File: config.mk
export PLATFORM = sky130hd
export DESIGN_NAME = tcmp_timer
export DESIGN_NICKNAME = d
export VERILOG_FILES = /design/src/rtl/tcmp_cap_sync.v /design/src/rtl/tcmp_timer.v
export VERILOG_INCLUDE_DIRS = /design/src /design/src/shared
export SDC_FILE = /design/constraint.sdc
export NUM_CORES = 1
export LEC_CHECK = 0
export BUFFER_PORTS_ARGS = -buffer_cell sky130_fd_sc_hd__buf_4
export CAP_MARGIN = 20
export CORE_UTILIZATION = 35
export CTS_CLUSTER_DIAMETER = 60
export CTS_CLUSTER_SIZE = 24
export DETAILED_ROUTE_END_ITERATION = 12
export SKIP_CTS_REPAIR_TIMING = 1
export SLEW_MARGIN = 10
export SYNTH_ARGS = -nofsm -noshare
export SYNTH_HDL_FRONTEND = slang
export SYNTH_HIERARCHICAL = 1
export SYNTH_SLANG_ARGS = --single-unit
File: constraint.sdc
create_clock -name clk_i -period 2.8 [get_ports clk_i]
set_input_delay 0 -clock clk_i [delete_from_list [all_inputs] [get_ports clk_i]]
set_output_delay 0 -clock clk_i [all_outputs]
set_load 0.02 [all_outputs]
File: src/shared/tcmp_consts.vh
`ifndef TCMP_CONSTS_VH
`define TCMP_CONSTS_VH

// register byte offsets
`define TCMP_OFS_FLAGS   8'h00
`define TCMP_OFS_TCR     8'h04
`define TCMP_OFS_TC      8'h08
`define TCMP_OFS_PR      8'h0C
`define TCMP_OFS_PC      8'h10
`define TCMP_OFS_MCR     8'h14
`define TCMP_OFS_MR0     8'h18
`define TCMP_OFS_MR1     8'h1C
`define TCMP_OFS_MR2     8'h20
`define TCMP_OFS_MR3     8'h24
`define TCMP_OFS_CCR     8'h28
`define TCMP_OFS_CR      8'h2C
`define TCMP_OFS_EMR     8'h3C
`define TCMP_OFS_CTCR    8'h70
`define TCMP_OFS_PWM     8'h74
`define TCMP_OFS_MASK    8'h78

// widths
`define TCMP_CW          16
`define TCMP_NMATCH      4
`define TCMP_NFLAG       5

// flag layout: bits 3:0 match 3:0, bit 4 capture
`define TCMP_FLAG_CAP    4

// timer control
`define TCMP_TCR_EN      0
`define TCMP_TCR_RST     1

// match control: three bits per match register
`define TCMP_MCR_INT     0
`define TCMP_MCR_RST     1
`define TCMP_MCR_STOP    2
`define TCMP_MCR_STRIDE  3

// capture control
`define TCMP_CCR_RISE    0
`define TCMP_CCR_FALL    1
`define TCMP_CCR_INT     2

// external match control: state in 3:0, two action bits per match from 4
`define TCMP_EMR_CTL_LSB 4
`define TCMP_EMA_NONE    2'b00
`define TCMP_EMA_LOW     2'b01
`define TCMP_EMA_HIGH    2'b10
`define TCMP_EMA_TOGGLE  2'b11

// count control modes and input select
`define TCMP_CM_TIMER    2'b00
`define TCMP_CM_RISE     2'b01
`define TCMP_CM_FALL     2'b10
`define TCMP_CM_BOTH     2'b11
`define TCMP_CIS_CAP     2'b00

// reset values
`define TCMP_RST_ZERO16  16'h0000
`define TCMP_RST_MASK    5'h1F
`define TCMP_PC_STEP     16'h0001

`endif

File: src/rtl/tcmp_cap_sync.v
`timescale 1ns/100ps
// two-stage synchroniser; only the second stage feeds edge detection
module tcmp_cap_sync (
   // clock and reset
   input  wire clk_i,
   input  wire rst_i,
   // raw pin
   input  wire pin_i,
   // edge pulses
   output reg  rise_o,
   output reg  fall_o
);
   reg meta_r;
   reg sync_r;
   reg last_r;

   always @(posedge clk_i) begin
      if (rst_i) begin
         meta_r <= 1'b0;
         sync_r <= 1'b0;
         last_r <= 1'b0;
         rise_o <= 1'b0;
         fall_o <= 1'b0;
      end else begin
         meta_r <= pin_i;
         sync_r <= meta_r;
         last_r <= sync_r;
         rise_o <= sync_r & ~last_r;
         fall_o <= ~sync_r & last_r;
      end
   end
endmodule

File: src/rtl/tcmp_timer.v
// The implementer's own choices: the Wishbone register port and the placing of the registers.
`timescale 1ns/100ps
`include "tcmp_consts.vh"

// Overview of operation
// - 16-bit count advanced through a 16-bit prescaler dividing the count rate.
// - timer mode counts clock cycles; counter mode counts an external clock.
// - capture input can be chosen as count source instead of the clock.
// - selected capture edge copies count into capture register, optional interrupt.
// - four 16-bit match values compared with count, equality gives match event.
// - a match can let counting continue, optionally flagging an interrupt.
// - a match can stop the counter, optionally flagging an interrupt.
// - a match can reset the counter, optionally flagging an interrupt.
// - match outputs (three or two) go low, high, toggle or hold on match.
// - match output action chosen by external match control and PWM select.
// - match registers usable for PWM; up to three single-edge PWM outputs.
// - both instances identical apart from match pin count (three or two).
// - count advances every prescale limit plus one events; prescale count clears.
// - five pending flags readable; writing ones clears the selected flags.
// - software picks capture edges and whether capture raises an interrupt.
// - software picks timer or counter mode, counted input and edges.
module tcmp_timer #(
   parameter MATCH_PINS = 3
) (
   // clock and reset
   input  wire        clk_i,
   input  wire        rst_i,
   // wishbone slave
   input  wire        cyc_i,
   input  wire        stb_i,
   input  wire        we_i,
   input  wire [7:0]  adr_i,
   input  wire [3:0]  sel_i,
   input  wire [31:0] dat_i,
   output reg  [31:0] dat_o,
   output reg         ack_o,
   // capture pin and match pins
   input  wire        capture_input_i,
   output reg  [2:0]  match_outputs_o,
   // interrupt
   output reg         irq_o
);
   // byte-lane merge of the low two lanes
   function [15:0] wb_merge16;
      input [15:0] old;
      input [15:0] dat;
      input [1:0]  sel;
      begin
         wb_merge16 = {sel[1] ? dat[15:8] : old[15:8], sel[0] ? dat[7:0] : old[7:0]};
      end
   endfunction

   reg  [4:0]  flags_r, flags_nxt;
   reg  [1:0]  tcr_r, tcr_nxt;
   reg  [15:0] tc_r, tc_nxt;
   reg  [15:0] pr_r, pr_nxt;
   reg  [15:0] pc_r, pc_nxt;
   reg  [11:0] mcr_r, mcr_nxt;
   reg  [15:0] mr_r [0:3];
   reg  [15:0] mr_nxt [0:3];
   reg  [2:0]  ccr_r, ccr_nxt;
   reg  [15:0] cr_r, cr_nxt;
   reg  [11:0] emr_r, emr_nxt;
   reg  [3:0]  ctcr_r, ctcr_nxt;
   reg  [3:0]  pwm_r, pwm_nxt;
   reg  [4:0]  mask_r, mask_nxt;
   reg  [31:0] rd_nxt;
   reg  [15:0] tmp16;
   reg  [3:0]  hit;
   reg  [3:0]  hit_rst;
   reg  [3:0]  hit_stop;
   reg  [4:0]  flag_set;
   reg  [1:0]  act;
   reg         cnt_evt;
   reg         run;
   reg         wrap;
   reg         cap_evt;
   reg         wr;
   reg         pin_ok;
   integer     i;

   wire        cap_rise;
   wire        cap_fall;
   wire [2:0]  pin_mask = (MATCH_PINS >= 3) ? 3'b111 : 3'b011;

   tcmp_cap_sync u_sync (
      .clk_i  (clk_i),
      .rst_i  (rst_i),
      .pin_i  (capture_input_i),
      .rise_o (cap_rise),
      .fall_o (cap_fall)
   );

   always @* begin
      // counting source
      pin_ok  = (ctcr_r[3:2] == `TCMP_CIS_CAP);
      case (ctcr_r[1:0])
         `TCMP_CM_TIMER: cnt_evt = 1'b1;
         `TCMP_CM_RISE:  cnt_evt = pin_ok & cap_rise;
         `TCMP_CM_FALL:  cnt_evt = pin_ok & cap_fall;
         default:        cnt_evt = pin_ok & (cap_rise | cap_fall);
      endcase
      run  = tcr_r[`TCMP_TCR_EN] & ~tcr_r[`TCMP_TCR_RST];
      wrap = run & cnt_evt & (pc_r == pr_r);

      // match detection, evaluated as the count leaves the match value
      for (i = 0; i < `TCMP_NMATCH; i = i + 1) begin
         hit[i]      = wrap & (tc_r == mr_r[i]);
         hit_rst[i]  = hit[i] & mcr_r[i*`TCMP_MCR_STRIDE + `TCMP_MCR_RST];
         hit_stop[i] = hit[i] & mcr_r[i*`TCMP_MCR_STRIDE + `TCMP_MCR_STOP];
         flag_set[i] = hit[i] & mcr_r[i*`TCMP_MCR_STRIDE + `TCMP_MCR_INT];
      end

      // capture on selected edge
      cap_evt = (ccr_r[`TCMP_CCR_RISE] & cap_rise) |
                (ccr_r[`TCMP_CCR_FALL] & cap_fall);
      flag_set[`TCMP_FLAG_CAP] = cap_evt & ccr_r[`TCMP_CCR_INT];

      // defaults
      flags_nxt = flags_r;
      tcr_nxt   = tcr_r;
      tc_nxt    = tc_r;
      pr_nxt    = pr_r;
      pc_nxt    = pc_r;
      mcr_nxt   = mcr_r;
      ccr_nxt   = ccr_r;
      cr_nxt    = cr_r;
      emr_nxt   = emr_r;
      ctcr_nxt  = ctcr_r;
      pwm_nxt   = pwm_r;
      mask_nxt  = mask_r;
      tmp16     = `TCMP_RST_ZERO16;
      for (i = 0; i < `TCMP_NMATCH; i = i + 1) begin
         mr_nxt[i] = mr_r[i];
      end

      // counter and prescaler
      if (tcr_r[`TCMP_TCR_RST]) begin
         tc_nxt = `TCMP_RST_ZERO16;
         pc_nxt = `TCMP_RST_ZERO16;
      end else if (run & cnt_evt) begin
         if (wrap) begin
            pc_nxt = `TCMP_RST_ZERO16;
            if (|hit_rst) begin
               tc_nxt = `TCMP_RST_ZERO16;
            end else begin
               tc_nxt = tc_r + `TCMP_PC_STEP;
            end
         end else begin
            pc_nxt = pc_r + `TCMP_PC_STEP;
         end
      end
      if (|hit_stop) begin
         tcr_nxt[`TCMP_TCR_EN] = 1'b0;
      end

      // external match outputs
      for (i = 0; i < `TCMP_NMATCH; i = i + 1) begin
         act = emr_r[`TCMP_EMR_CTL_LSB + 2*i +: 2];
         if (pwm_r[i]) begin
            if (hit[i]) begin
               emr_nxt[i] = 1'b1;
            end else if (|hit_rst) begin
               emr_nxt[i] = 1'b0;
            end
         end else if (hit[i]) begin
            case (act)
               `TCMP_EMA_LOW:    emr_nxt[i] = 1'b0;
               `TCMP_EMA_HIGH:   emr_nxt[i] = 1'b1;
               `TCMP_EMA_TOGGLE: emr_nxt[i] = ~emr_r[i];
               default:          emr_nxt[i] = emr_r[i];
            endcase
         end
      end

      if (cap_evt) begin
         cr_nxt = tc_r;
      end

      // bus writes; a flag set in the clearing cycle survives
      wr = cyc_i & stb_i & we_i & ~ack_o;
      if (wr & sel_i[0] & (adr_i == `TCMP_OFS_FLAGS)) begin
         flags_nxt = flags_r & ~dat_i[4:0];
      end
      flags_nxt = flags_nxt | flag_set;
      if (wr) begin
         if (adr_i == `TCMP_OFS_TCR) begin
            tmp16   = wb_merge16({14'h0000, tcr_r}, dat_i[15:0], sel_i[1:0]);
            tcr_nxt = tmp16[1:0];
         end else if (adr_i == `TCMP_OFS_TC) begin
            tc_nxt = wb_merge16(tc_r, dat_i[15:0], sel_i[1:0]);
         end else if (adr_i == `TCMP_OFS_PR) begin
            pr_nxt = wb_merge16(pr_r, dat_i[15:0], sel_i[1:0]);
         end else if (adr_i == `TCMP_OFS_PC) begin
            pc_nxt = wb_merge16(pc_r, dat_i[15:0], sel_i[1:0]);
         end else if (adr_i == `TCMP_OFS_MCR) begin
            tmp16   = wb_merge16({4'h0, mcr_r}, dat_i[15:0], sel_i[1:0]);
            mcr_nxt = tmp16[11:0];
         end else if (adr_i == `TCMP_OFS_MR0) begin
            mr_nxt[0] = wb_merge16(mr_r[0], dat_i[15:0], sel_i[1:0]);
         end else if (adr_i == `TCMP_OFS_MR1) begin
            mr_nxt[1] = wb_merge16(mr_r[1], dat_i[15:0], sel_i[1:0]);
         end else if (adr_i == `TCMP_OFS_MR2) begin
            mr_nxt[2] = wb_merge16(mr_r[2], dat_i[15:0], sel_i[1:0]);
         end else if (adr_i == `TCMP_OFS_MR3) begin
            mr_nxt[3] = wb_merge16(mr_r[3], dat_i[15:0], sel_i[1:0]);
         end else if (adr_i == `TCMP_OFS_CCR) begin
            tmp16   = wb_merge16({13'h0000, ccr_r}, dat_i[15:0], sel_i[1:0]);
            ccr_nxt = tmp16[2:0];
         end else if (adr_i == `TCMP_OFS_EMR) begin
            tmp16   = wb_merge16({4'h0, emr_r}, dat_i[15:0], sel_i[1:0]);
            emr_nxt = tmp16[11:0];
         end else if (adr_i == `TCMP_OFS_CTCR) begin
            tmp16    = wb_merge16({12'h000, ctcr_r}, dat_i[15:0], sel_i[1:0]);
            ctcr_nxt = tmp16[3:0];
         end else if (adr_i == `TCMP_OFS_PWM) begin
            tmp16   = wb_merge16({12'h000, pwm_r}, dat_i[15:0], sel_i[1:0]);
            pwm_nxt = tmp16[3:0];
         end else if (adr_i == `TCMP_OFS_MASK) begin
            tmp16    = wb_merge16({11'h000, mask_r}, dat_i[15:0], sel_i[1:0]);
            mask_nxt = tmp16[4:0];
         end
      end

      // read mux; unmapped offsets read zero
      if (adr_i == `TCMP_OFS_FLAGS) begin
         rd_nxt = {27'h000_0000, flags_r};
      end else if (adr_i == `TCMP_OFS_TCR) begin
         rd_nxt = {30'h0000_0000, tcr_r};
      end else if (adr_i == `TCMP_OFS_TC) begin
         rd_nxt = {16'h0000, tc_r};
      end else if (adr_i == `TCMP_OFS_PR) begin
         rd_nxt = {16'h0000, pr_r};
      end else if (adr_i == `TCMP_OFS_PC) begin
         rd_nxt = {16'h0000, pc_r};
      end else if (adr_i == `TCMP_OFS_MCR) begin
         rd_nxt = {20'h0_0000, mcr_r};
      end else if (adr_i == `TCMP_OFS_MR0) begin
         rd_nxt = {16'h0000, mr_r[0]};
      end else if (adr_i == `TCMP_OFS_MR1) begin
         rd_nxt = {16'h0000, mr_r[1]};
      end else if (adr_i == `TCMP_OFS_MR2) begin
         rd_nxt = {16'h0000, mr_r[2]};
      end else if (adr_i == `TCMP_OFS_MR3) begin
         rd_nxt = {16'h0000, mr_r[3]};
      end else if (adr_i == `TCMP_OFS_CCR) begin
         rd_nxt = {29'h0000_0000, ccr_r};
      end else if (adr_i == `TCMP_OFS_CR) begin
         rd_nxt = {16'h0000, cr_r};
      end else if (adr_i == `TCMP_OFS_EMR) begin
         rd_nxt = {20'h0_0000, emr_r};
      end else if (adr_i == `TCMP_OFS_CTCR) begin
         rd_nxt = {28'h000_0000, ctcr_r};
      end else if (adr_i == `TCMP_OFS_PWM) begin
         rd_nxt = {28'h000_0000, pwm_r};
      end else if (adr_i == `TCMP_OFS_MASK) begin
         rd_nxt = {27'h000_0000, mask_r};
      end else begin
         rd_nxt = 32'h0000_0000;
      end
   end

   always @(posedge clk_i) begin
      if (rst_i) begin
         flags_r         <= 5'h00;
         tcr_r           <= 2'h0;
         tc_r            <= `TCMP_RST_ZERO16;
         pr_r            <= `TCMP_RST_ZERO16;
         pc_r            <= `TCMP_RST_ZERO16;
         mcr_r           <= 12'h000;
         ccr_r           <= 3'h0;
         cr_r            <= `TCMP_RST_ZERO16;
         emr_r           <= 12'h000;
         ctcr_r          <= 4'h0;
         pwm_r           <= 4'h0;
         mask_r          <= `TCMP_RST_MASK;
         ack_o           <= 1'b0;
         dat_o           <= 32'h0000_0000;
         match_outputs_o <= 3'h0;
         irq_o           <= 1'b0;
         for (i = 0; i < `TCMP_NMATCH; i = i + 1) begin
            mr_r[i] <= `TCMP_RST_ZERO16;
         end
      end else begin
         flags_r         <= flags_nxt;
         tcr_r           <= tcr_nxt;
         tc_r            <= tc_nxt;
         pr_r            <= pr_nxt;
         pc_r            <= pc_nxt;
         mcr_r           <= mcr_nxt;
         ccr_r           <= ccr_nxt;
         cr_r            <= cr_nxt;
         emr_r           <= emr_nxt;
         ctcr_r          <= ctcr_nxt;
         pwm_r           <= pwm_nxt;
         mask_r          <= mask_nxt;
         // single-cycle ack; the master must drop stb before a new request
         ack_o           <= cyc_i & stb_i & ~ack_o;
         dat_o           <= rd_nxt;
         // second instance drives only two pins
         match_outputs_o <= emr_nxt[2:0] & pin_mask;
         irq_o           <= |(flags_nxt & mask_nxt);
         for (i = 0; i < `TCMP_NMATCH; i = i + 1) begin
            mr_r[i] <= mr_nxt[i];
         end
      end
   end
endmodule

==> results of run 1 <==
[report_power, final]
part | switching (mW) | internal [mW] | leakage (nW)
Clock | 1.26 | 1.30 | 0.291
Combinational | 0.259 | 0.104 | 2.59
Sequential | 0.00323 | 2.82 | 1.59
[Yosys cell counts, types with 5 or more instances]
library cell	instances
o21a_1	6
xor2_1	9
nor4_1	6
a221oi_1	21
nor2_1	123
inv_1	26
buf_4	32
a22oi_1	15
a22o_1	6
xnor2_1	91
a211oi_1	15
nand2b_1	10
nor2b_1	7
nand3_1	61
mux2i_1	58
o22ai_1	10
or4_1	5
clkbuf_1	69
and3_1	12
dfxtp_1	198
o21ai_1	7
ha_1	5
o21ai_0	23
a21oi_1	155
buf_2	20
and2_1	7
nor3_1	28
a311oi_1	5
nand2_1	201
o221ai_1	18
nand4_1	32
[flip-flops by register name, indices dropped and copies added, names as in the netlist, 2 cells and up]
signal	count
mr_r	64
cr_r	16
dat_o	16
pc_r	16
pr_r	16
tc_r	16
emr_r	12
mcr_r	12
flags_r	5
mask_r	5
ctcr_r	4
pwm_r	4
ccr_r	3
tcr_r	2
[worst register-to-register path, delay by kind of cell, from the launching register on]
kind	cells	cell delay (ns)
flops	1	0.38
simple gates	3	0.75
fa+ha+maj	1	0.32
compound gates	4	0.84
buf+inv	2	0.26
[how the worst max path moves through the flow]
stage	start	end	slack [ns]	depth (start not counted)
floorplan	ctcr_r[0]$_SDFFE_PP0P_	pc_r[6]$_SDFFE_PP0P_	0.42	10
global placement	ctcr_r[0]$_SDFFE_PP0P_	tc_r[5]$_SDFFE_PP0P_	0.24	10
detailed placement	ctcr_r[0]$_SDFFE_PP0P_	tc_r[5]$_SDFFE_PP0P_	0.16	10
CTS	ctcr_r[0]$_SDFFE_PP0P_	tc_r[5]$_SDFFE_PP0P_	0.11	10
global route	ctcr_r[1]$_SDFFE_PP0P_	pc_r[3]$_SDFFE_PP0P_	0.06	11
finish	ctcr_r[0]$_SDFFE_PP0P_	tc_r[5]$_SDFFE_PP0P_	0.17	10
[area by class of cell]
cell class / count / area (sq um) / share of cell area (%)
inverter: 26 / 97.6 / 0.749
timing repair buffer: 171 / 1390 / 10.7
clock inverter: 14 / 153 / 1.17
sequential: 198 / 3960 / 30.4
multi-input combinational: 1058 / 6500 / 49.8
clock buffer: 18 / 439 / 3.37
tap: 396 / 495 / 3.80
[per-stage QoR]
stage / std cells / util (%) / area (sq um) / worst slack, ns
final: 1881 / 42.2 / 13000 / 0.172
after global routing: 1881 / 42.2 / 13000 / 0.0650
after global placement: 1828 / 39.6 / 12200 / 0.236
after detailed placement: 1828 / 39.6 / 12200 / 0.158
after floorplan: 1406 / - / 11200 / 0.419
after CTS: 1860 / 41.5 / 12800 / 0.106
[metal layers]
layer	wire length (um)	vias up	GRT usage, %
met2	18700	625	40.6
met4	1870	0	11.9
met3	4000	123	5.09
met1	17800	5298	34.3
li1	-	5101	-
met5	0	-	0
[cell families after synthesis]
kind of cell,count (synthesis),share of synthesized area (%)
AO/OA/AOI/OAI,333,19.4
XOR/XNOR,100,7.89
adder cells (fa/ha/maj),5,0.563
buffers and inverters,150,6.38
flip-flops,198,35.7
multiplexers,63,5.73
other,1,0.0338
AND/OR/NAND/NOR,541,24.3
[cell usage in the layout (no fill, tap or decap), types with 5 or more instances in the layout]
| cell type | instances |
|---|---|
| nand2_1 | 200 |
| dfxtp_1 | 198 |
| a21oi_1 | 155 |
| buf_4 | 145 |
| nor2_1 | 123 |
| xnor2_1 | 91 |
| nand3_1 | 61 |
| mux2i_1 | 58 |
| nand4_1 | 32 |
| nor3_1 | 27 |
| inv_1 | 26 |
| o21ai_0 | 23 |
| a221oi_1 | 21 |
| dlygate4sd3_1 | 21 |
| o221ai_1 | 18 |
| clkbuf_16 | 17 |
| conb_1 | 16 |
| a22oi_1 | 15 |
| a211oi_1 | 15 |
| and3_1 | 12 |
| nand2b_1 | 10 |
| o22ai_1 | 10 |
| xor2_1 | 9 |
| and2_1 | 7 |
| nor2b_1 | 7 |
| o21ai_1 | 7 |
| a22o_1 | 6 |
| nor4_1 | 6 |
| o21a_1 | 6 |
| inv_6 | 6 |
| or4_1 | 5 |
| a311oi_1 | 5 |
| ha_1 | 5 |
==> metrics.cfg, run 1 <==
[outcome]
status=finished with violations
violations=hold timing

[timing]
tightest_slew_ns=0.860
min_period_ns=2.63
skew_ns=0.0104
setup_tns_ns=0
rsz0062_at_grt=no
fmax_mhz=381
hold_ws_ns=-0.00494
fin_crit_sh_pct=93.8
relSlewSlack_pct=42.7
setup_viol=0
drv_slew=0
hold_viol=2

[setup_path]
r2r_start=ctcr_r[0]$_SDFFE_PP0P_
r2r_slack_ns=0.17
crit_family=compound AO/OA/AOI/OAI gates
worstSetupEndpointType=flop
cp.required_ns=3.18
cp_max_fo=7
start_kind=flop
rr_worst_depth=10
cp.buffers_inverters=2
path_class=flop to flop
cp.arrival_ns=3.01
slowest_stage=or4_1
r2r_end=tc_r[5]$_SDFFE_PP0P_
crit_chain=inv_1, ha_1, nand2b_1, a22oi_1, o21ai_1, nand2_2, a21oi_2, buf_4, or4_1, a211oi_1
cpPeakStageDelay_ns=0.49

[clock_tree]
clock_latency_ns=0.46
cts_tree=done
cts_buffers=17
clockRootBuffer=clkbuf_16
cts_sinks=198
htreeDepth=4
clock_path_buffers=2
path_clk_slew_ns=0.08

[synthesis]
synth_warnings=6
synth.avg_cell_area_sq_um=7.98
netlist_instances=1391
netlist.area_leader.share_pct=35.7
synth-seq-cells=198
yosys-top-cells-area=dfxtp_1 (36%), xnor2_1 (7.2%), a21oi_1 (7.0%), nand2_1 (6.8%), mux2i_1 (5.2%)
synth_edf_count=0
ys.flop_type=dfxtp_1
yosys.area.top_type=dfxtp_1
ys_async_sr_fraction_pct=0
synth.distinct_cells=80
synth-seq-area-share_pct=35.7
netlist_area_sq_um=11100

[global_routing]
grt_overflow=0
grt.total_usage_pct=25.9
grt_pass1_vias=10400
grt_max_degree=70
antenna_found_initial=0
grt_pass1_wl_um=64000

[placed_design]
dp_hpwl_um=30900
gp_congestion=1.01
io_buffers=52

[cells_and_area]
n_antenna_cell=0
fillers=3072
syn_to_final_growth_pct=17.4
drive_gt1_share_pct=14.5
nets=1527

[power]
power.density_nw_per_um2=440
finalPower_mw=5.74
p_leak_nw=4.47
peakVddDrop_mv=0.271

[worst_hold_path]
hold_end=emr_r[8]$_SDFFE_PP0P_
min_path_cells=3
hp-class=primary input to flop
min_from=sel_i[1]

[floorplan]
io_pins=87
initial_core_util_pct=35.9
die_h_um=180
core_area_sq_um=30900
dieArea_sq_um=32400
placementRows=64
die_w_um=180

[route]
wl_per_cell_um=22.5
viasPerCell=5.93
first_pass_iters=6
antenna_left=0
vias=11100
drc=0
drt-initial-drc-count=1498
routed_wl_um=42300

[job]
drv_cap=0

Power figures use the tool's default switching activity.
==> run 2, diff against run 1 <==
--- a/config.mk
+++ b/config.mk
@@ -9,6 +9,7 @@
 export BUFFER_PORTS_ARGS = -buffer_cell sky130_fd_sc_hd__buf_4
 export CAP_MARGIN = 20
 export CORE_UTILIZATION = 35
+export CTS_BUF_LIST = sky130_fd_sc_hd__clkbuf_2 sky130_fd_sc_hd__clkbuf_4 sky130_fd_sc_hd__clkbuf_8
 export CTS_CLUSTER_DIAMETER = 60
 export CTS_CLUSTER_SIZE = 24
 export DETAILED_ROUTE_END_ITERATION = 12
==> run 2 against run 1 <==
Compared with the run above:
- the flow now finishes without violations
- cell area is 1.3% lower
- critical path depth stayed put
- combinational power hardly changed
- register-to-register slack hardly changed
- setup slack worse by 0.0030 ns
- die area stayed put
- critical path type unchanged
- largest power group unchanged
==> metrics.cfg, run 2 (synthesized netlist as in run 1, its figures left out) <==
[floorplan]
die_w_um=180  ; unchanged
initial_core_util_pct=35.9  ; unchanged
io_pins=87  ; unchanged
dieArea_sq_um=32400  ; unchanged
die_h_um=180  ; unchanged
core_area_sq_um=30900  ; unchanged
placementRows=64  ; unchanged

[cells_and_area]
final_common_cell=nand2_1  ; unchanged
drive_gt1_share_pct=14.5  ; about the same
nets=1529  ; was 1,527
fillers=3092  ; was 3,072
final_cell_mix=nand2_1 (200), dfxtp_1 (198), a21oi_1 (155)  ; unchanged
syn_to_final_growth_pct=15.8  ; was 17.4%
top_register=mr_r  ; unchanged
n_antenna_cell=0  ; unchanged
largest_reg_flops=64  ; unchanged

[setup_path]
path_class=flop to flop  ; unchanged
cp.arrival_ns=3.06  ; was 3.01 ns
start_kind=flop  ; unchanged
r2r_slack_ns=0.17  ; about the same
cp.required_ns=3.23  ; was 3.18 ns
rr_worst_depth=10  ; unchanged
cp_max_fo=7  ; unchanged
worstSetupEndpointType=flop  ; unchanged

[timing]
skew_ns=0.0166  ; was 0.0104 ns
setup_tns_ns=0  ; unchanged
hold_viol=0  ; was 2
rsz0062_at_grt=no  ; unchanged
fmax_mhz=380  ; was 381 MHz
hold_ws_ns=0.129  ; was -0.00494 ns
setup_viol=0  ; unchanged
min_period_ns=2.63  ; about the same
drv_slew=0  ; unchanged
tightest_slew_ns=0.845  ; was 0.860 ns
fin_crit_sh_pct=94.0  ; was 93.8%
finalWorstSetupSlack_ns=0.169  ; was 0.172 ns
relSlewSlack_pct=43.7  ; was 42.7%

[worst_hold_path]
hp-class=primary input to flop  ; unchanged
min_path_cells=6  ; was 3

[clock_tree]
cts_tree=done  ; unchanged
htreeDepth=4  ; unchanged
clock_latency_ns=0.51  ; was 0.46 ns
cts_sinks=198  ; unchanged
clock_path_buffers=2  ; unchanged
cts_buffers=17  ; unchanged
path_clk_slew_ns=0.11  ; was 0.08 ns
clockRootBuffer=clkbuf_8  ; was clkbuf_16

[route]
drt-initial-drc-count=1378  ; was 1,498
wl_per_cell_um=22.5  ; about the same
routed_wl_um=42300  ; about the same
viasPerCell=5.91  ; was 5.93
vias=11100  ; about the same
drc=0  ; unchanged
first_pass_iters=5  ; was 6
antenna_left=0  ; unchanged

[placed_design]
dp_hpwl_um=30900  ; unchanged
io_buffers=52  ; unchanged
gp_congestion=1.01  ; unchanged
dp_slack_ns=0.158  ; unchanged

[power]
peakVddDrop_mv=0.220  ; was 0.271 mV
power.density_nw_per_um2=399  ; was 440 nW/um^2
finalPower_mw=5.13  ; was 5.74 mW
p_leak_nw=4.39  ; was 4.47 nW

[global_routing]
grt_overflow=0  ; unchanged
grt_pass1_vias=10400  ; about the same
antenna_found_initial=0  ; unchanged
grt_pass1_wl_um=64100  ; was 64,000 um
grt_max_degree=70  ; unchanged
grt.total_usage_pct=25.9  ; about the same

[job]
drv_cap=0  ; unchanged

[outcome]
status=finished, final reports clean  ; was finished with violations

[run 2: cell count changes in the layout (fill, tap and decap cells not counted), sizes merged]
cell	delta
dlygate4sd3	+2
[run 2: cell type report]
| cell class | count | area (sq um) | share of cell area [%] |
|---|---|---|---|
| multi-input cells | 1058 | 6500 | 50.5 |
| flip-flops and latches | 198 | 3960 | 30.8 |
| repair buffers | 173 | 1410 | 11.0 |
| well taps | 396 | 495 | 3.85 |
| clock buffers | 18 | 248 | 1.93 |
| clock inverters | 14 | 153 | 1.19 |
| inverters | 26 | 97.6 | 0.759 |
[run 2: worst paths after layout]
kind | start | end
min | we_i | mask_r[2]$_SDFF_PP1_
max | ctcr_r[0]$_SDFFE_PP0P_ | tc_r[5]$_SDFFE_PP0P_
max reg2reg | ctcr_r[0]$_SDFFE_PP0P_ | tc_r[5]$_SDFFE_PP0P_
min reg2reg | u_sync/last_r$_SDFF_PP0_ | u_sync/rise_o$_SDFF_PP0_
[run 2: worst max-delay path, stage by stage (launching register included)]
cell	delay, ns
dfxtp_1	0.39
inv_1	0.08
ha_1	0.31
nand2b_1	0.06
a22oi_1	0.29
o21ai_1	0.22
nand2_2	0.21
a21oi_2	0.08
buf_4	0.18
or4_1	0.49
a211oi_1	0.23
[run 2: power breakdown]
part / switching (mW) / internal, mW / leakage, nW
clock: 1.18 / 0.772 / 0.203
sequential: 0.00323 / 2.82 / 1.59
combinational: 0.258 / 0.106 / 2.60
total: 1.44 / 3.70 / 4.39
[run 2: layer usage]
layer / track usage, % / vias to the layer above / wire length [um]
met5: 0 / - / 0
met4: 11.4 / 0 / 1650
met3: 6.20 / 116 / 4420
met2: 40.4 / 595 / 19000
met1: 33.8 / 5322 / 17300
li1: - / 5102 / -
[run 2: stage by stage]
| stage | instance area [sq um] | utilization (%) | std cells |
|---|---|---|---|
| 2_1_floorplan | 11200 | - | 1406 |
| 3_3_place_gp | 12200 | 39.6 | 1828 |
| 3_5_place_dp | 12200 | 39.6 | 1828 |
| 4_1_cts | 12600 | 40.9 | 1860 |
| 5_1_grt | 12900 | 41.6 | 1883 |
| 6_report | 12900 | 41.6 | 1883 |
==> run 3, diff against run 2 <==
--- a/config.mk
+++ b/config.mk
@@ -6,13 +6,14 @@
 export SDC_FILE = /design/constraint.sdc
 export NUM_CORES = 1
 export LEC_CHECK = 0
-export BUFFER_PORTS_ARGS = -buffer_cell sky130_fd_sc_hd__buf_4
 export CAP_MARGIN = 20
 export CORE_UTILIZATION = 35
 export CTS_BUF_LIST = sky130_fd_sc_hd__clkbuf_2 sky130_fd_sc_hd__clkbuf_4 sky130_fd_sc_hd__clkbuf_8
 export CTS_CLUSTER_DIAMETER = 60
 export CTS_CLUSTER_SIZE = 24
 export DETAILED_ROUTE_END_ITERATION = 12
+export DONT_BUFFER_PORTS = 1
+export MAX_ROUTING_LAYER = met4
 export SKIP_CTS_REPAIR_TIMING = 1
 export SLEW_MARGIN = 10
 export SYNTH_ARGS = -nofsm -noshare
==> run 3 against run 2 <==
Compared with the run above:
- the run now ends with hold timing left
- cell count down 1.1%
- sequential cell count unchanged
- global-route usage up 1.0 points
- hold slack worse by 0.14 ns
- clock power down 2%
- non-clock buffer count down 22
- die area unchanged
- core utilization down 0.41 points
- count of clock-buffer cells in the layout down 1
- via count about the same
- largest cell class unchanged
==> metrics.cfg, run 3 (synthesized netlist as in run 1, its figures left out) <==
[cells_and_area]
final_common_cell=nand2_1  ; unchanged
nets=1507  ; was 1,529
utilization_pct=41.2  ; was 41.6%
final_cell_mix=nand2_1 (201), dfxtp_1 (198), a21oi_1 (155)  ; was nand2_1 (200), dfxtp_1 (198), a21oi_1 (155)
top_register=mr_r  ; unchanged
largest_reg_flops=64  ; unchanged
drive_gt1_share_pct=11.3  ; was 14.5%
syn_to_final_growth_pct=14.7  ; was 15.8%

[timing]
tightest_slew_ns=0.872  ; was 0.845 ns
relSlewSlack_pct=41.1  ; was 43.7%
fin_crit_sh_pct=96.9  ; was 94.0%
fmax_mhz=369  ; was 380 MHz
setup_tns_ns=0  ; unchanged
finalWorstSetupSlack_ns=0.0867  ; was 0.169 ns
drv_slew=0  ; unchanged
hold_viol=4  ; was 0
min_period_ns=2.71  ; was 2.63 ns
skew_ns=0.0363  ; was 0.0166 ns
setup_viol=0  ; unchanged
hold_ws_ns=-0.0142  ; was 0.129 ns

[setup_path]
start_kind=flop  ; unchanged
cp.arrival_ns=3.10  ; was 3.06 ns
path_class=flop to flop  ; unchanged
cp_max_fo=8  ; was 7
worstSetupEndpointType=flop  ; unchanged
cp.required_ns=3.19  ; was 3.23 ns

[route]
wl_per_cell_um=24.0  ; was 22.5 um
antenna_left=0  ; unchanged
drt-initial-drc-count=1331  ; was 1,378
first_pass_iters=6  ; was 5
drc=0  ; unchanged
routed_wl_um=44700  ; was 42,300 um
viasPerCell=5.98  ; was 5.91
vias=11100  ; about the same

[worst_hold_path]
hp-class=primary input to flop  ; unchanged

[clock_tree]
htreeDepth=4  ; unchanged
clock_latency_ns=0.52  ; was 0.51 ns
cts_sinks=198  ; unchanged
path_clk_slew_ns=0.12  ; was 0.11 ns
clockRootBuffer=clkbuf_8  ; unchanged
clock_path_buffers=2  ; unchanged
cts_tree=done  ; unchanged
cts_buffers=17  ; unchanged

[floorplan]
placementRows=64  ; unchanged
die_w_um=180  ; unchanged
dieArea_sq_um=32400  ; unchanged
core_area_sq_um=30900  ; unchanged
initial_core_util_pct=35.9  ; unchanged
io_pins=87  ; unchanged
die_h_um=180  ; unchanged

[placed_design]
dp_slack_ns=0.179  ; was 0.158 ns
dp_hpwl_um=31900  ; was 30,900 um
gp_congestion=1.02  ; was 1.01
io_buffers=0  ; was 52

[outcome]
status=finished with violations  ; was finished, final reports clean
violations=hold timing

[global_routing]
grt.total_usage_pct=26.9  ; was 25.9%
grt_pass1_vias=10100  ; was 10,400
antenna_found_initial=2  ; was 0
grt_pass1_wl_um=64200  ; was 64,100 um
grt_max_degree=176  ; was 70
grt_overflow=0  ; unchanged

[power]
peakVddDrop_mv=0.289  ; was 0.220 mV
power.density_nw_per_um2=396  ; was 399 nW/um^2
p_leak_nw=4.28  ; was 4.39 nW

[job]
drv_cap=0  ; unchanged

==> run 3: critical path: stages, from the launching register on <==
cell and delay [ns]:
dfxtp_1 0.41, nand4b_2 0.31, buf_4 0.25, nor2_1 0.50, nand2_1 0.35, nand2_1 0.15, a21oi_1 0.08, dlygate4sd3_1 0.56
==> run 3: layer usage <==
metal	track usage (%)	wire (um)	up-vias
li1	-	-	5058
met1	34.9	19000	5398
met2	42.0	20400	604
met3	4.22	3960	82
met4	10.2	1430	0
met5	-	0	-
==> run 3: report_power, final <==
group          switching, mW  internal [mW]  leakage, nW
Sequential           0.00659           2.82         1.59
Clock                   1.23          0.675        0.196
Combinational          0.221         0.0839         2.49
Total                   1.46           3.58         4.28
==> run 3: area by class of cell <==
class / instances / area [sq um]
multi-input cells: 1058 / 6490
inverters: 26 / 97.6
flip-flops and latches: 198 / 3960
well taps: 396 / 495
diodes: 2 / 5.00
repair buffers: 151 / 1290
clock inverters: 15 / 155
fillers: 3143 / 18200
clock buffers: 17 / 234
==> run 3: worst paths after layout <==
path | slack [ns] | to | startpoint | cells past startpoint
setup reg to reg | 0.09 | mr_r[2][13]$_SDFFE_PP0P_ | ack_o$_SDFF_PP0_ | 7
hold / removal | -0.01 | mr_r[3][2]$_SDFFE_PP0P_ | rst_i | 2
setup / recovery | 0.09 | mr_r[2][13]$_SDFFE_PP0P_ | ack_o$_SDFF_PP0_ | 7
hold reg to reg | 0.46 | cr_r[14]$_SDFFE_PP0N_ | cr_r[14]$_SDFFE_PP0N_ | 2
==> run 3: per-stage QoR <==
step	area (sq um)	power, mW	std cells	hold slack (ns)
2_1_floorplan	11200	3.09	1406	0.0716
3_3_place_gp	11800	3.05	1778	0.0825
3_5_place_dp	11800	3.05	1778	0.0851
4_1_cts	12200	4.91	1810	-0.455
5_1_grt	12700	5.19	1863	0.00366
6_report	12700	5.04	1863	-0.0142
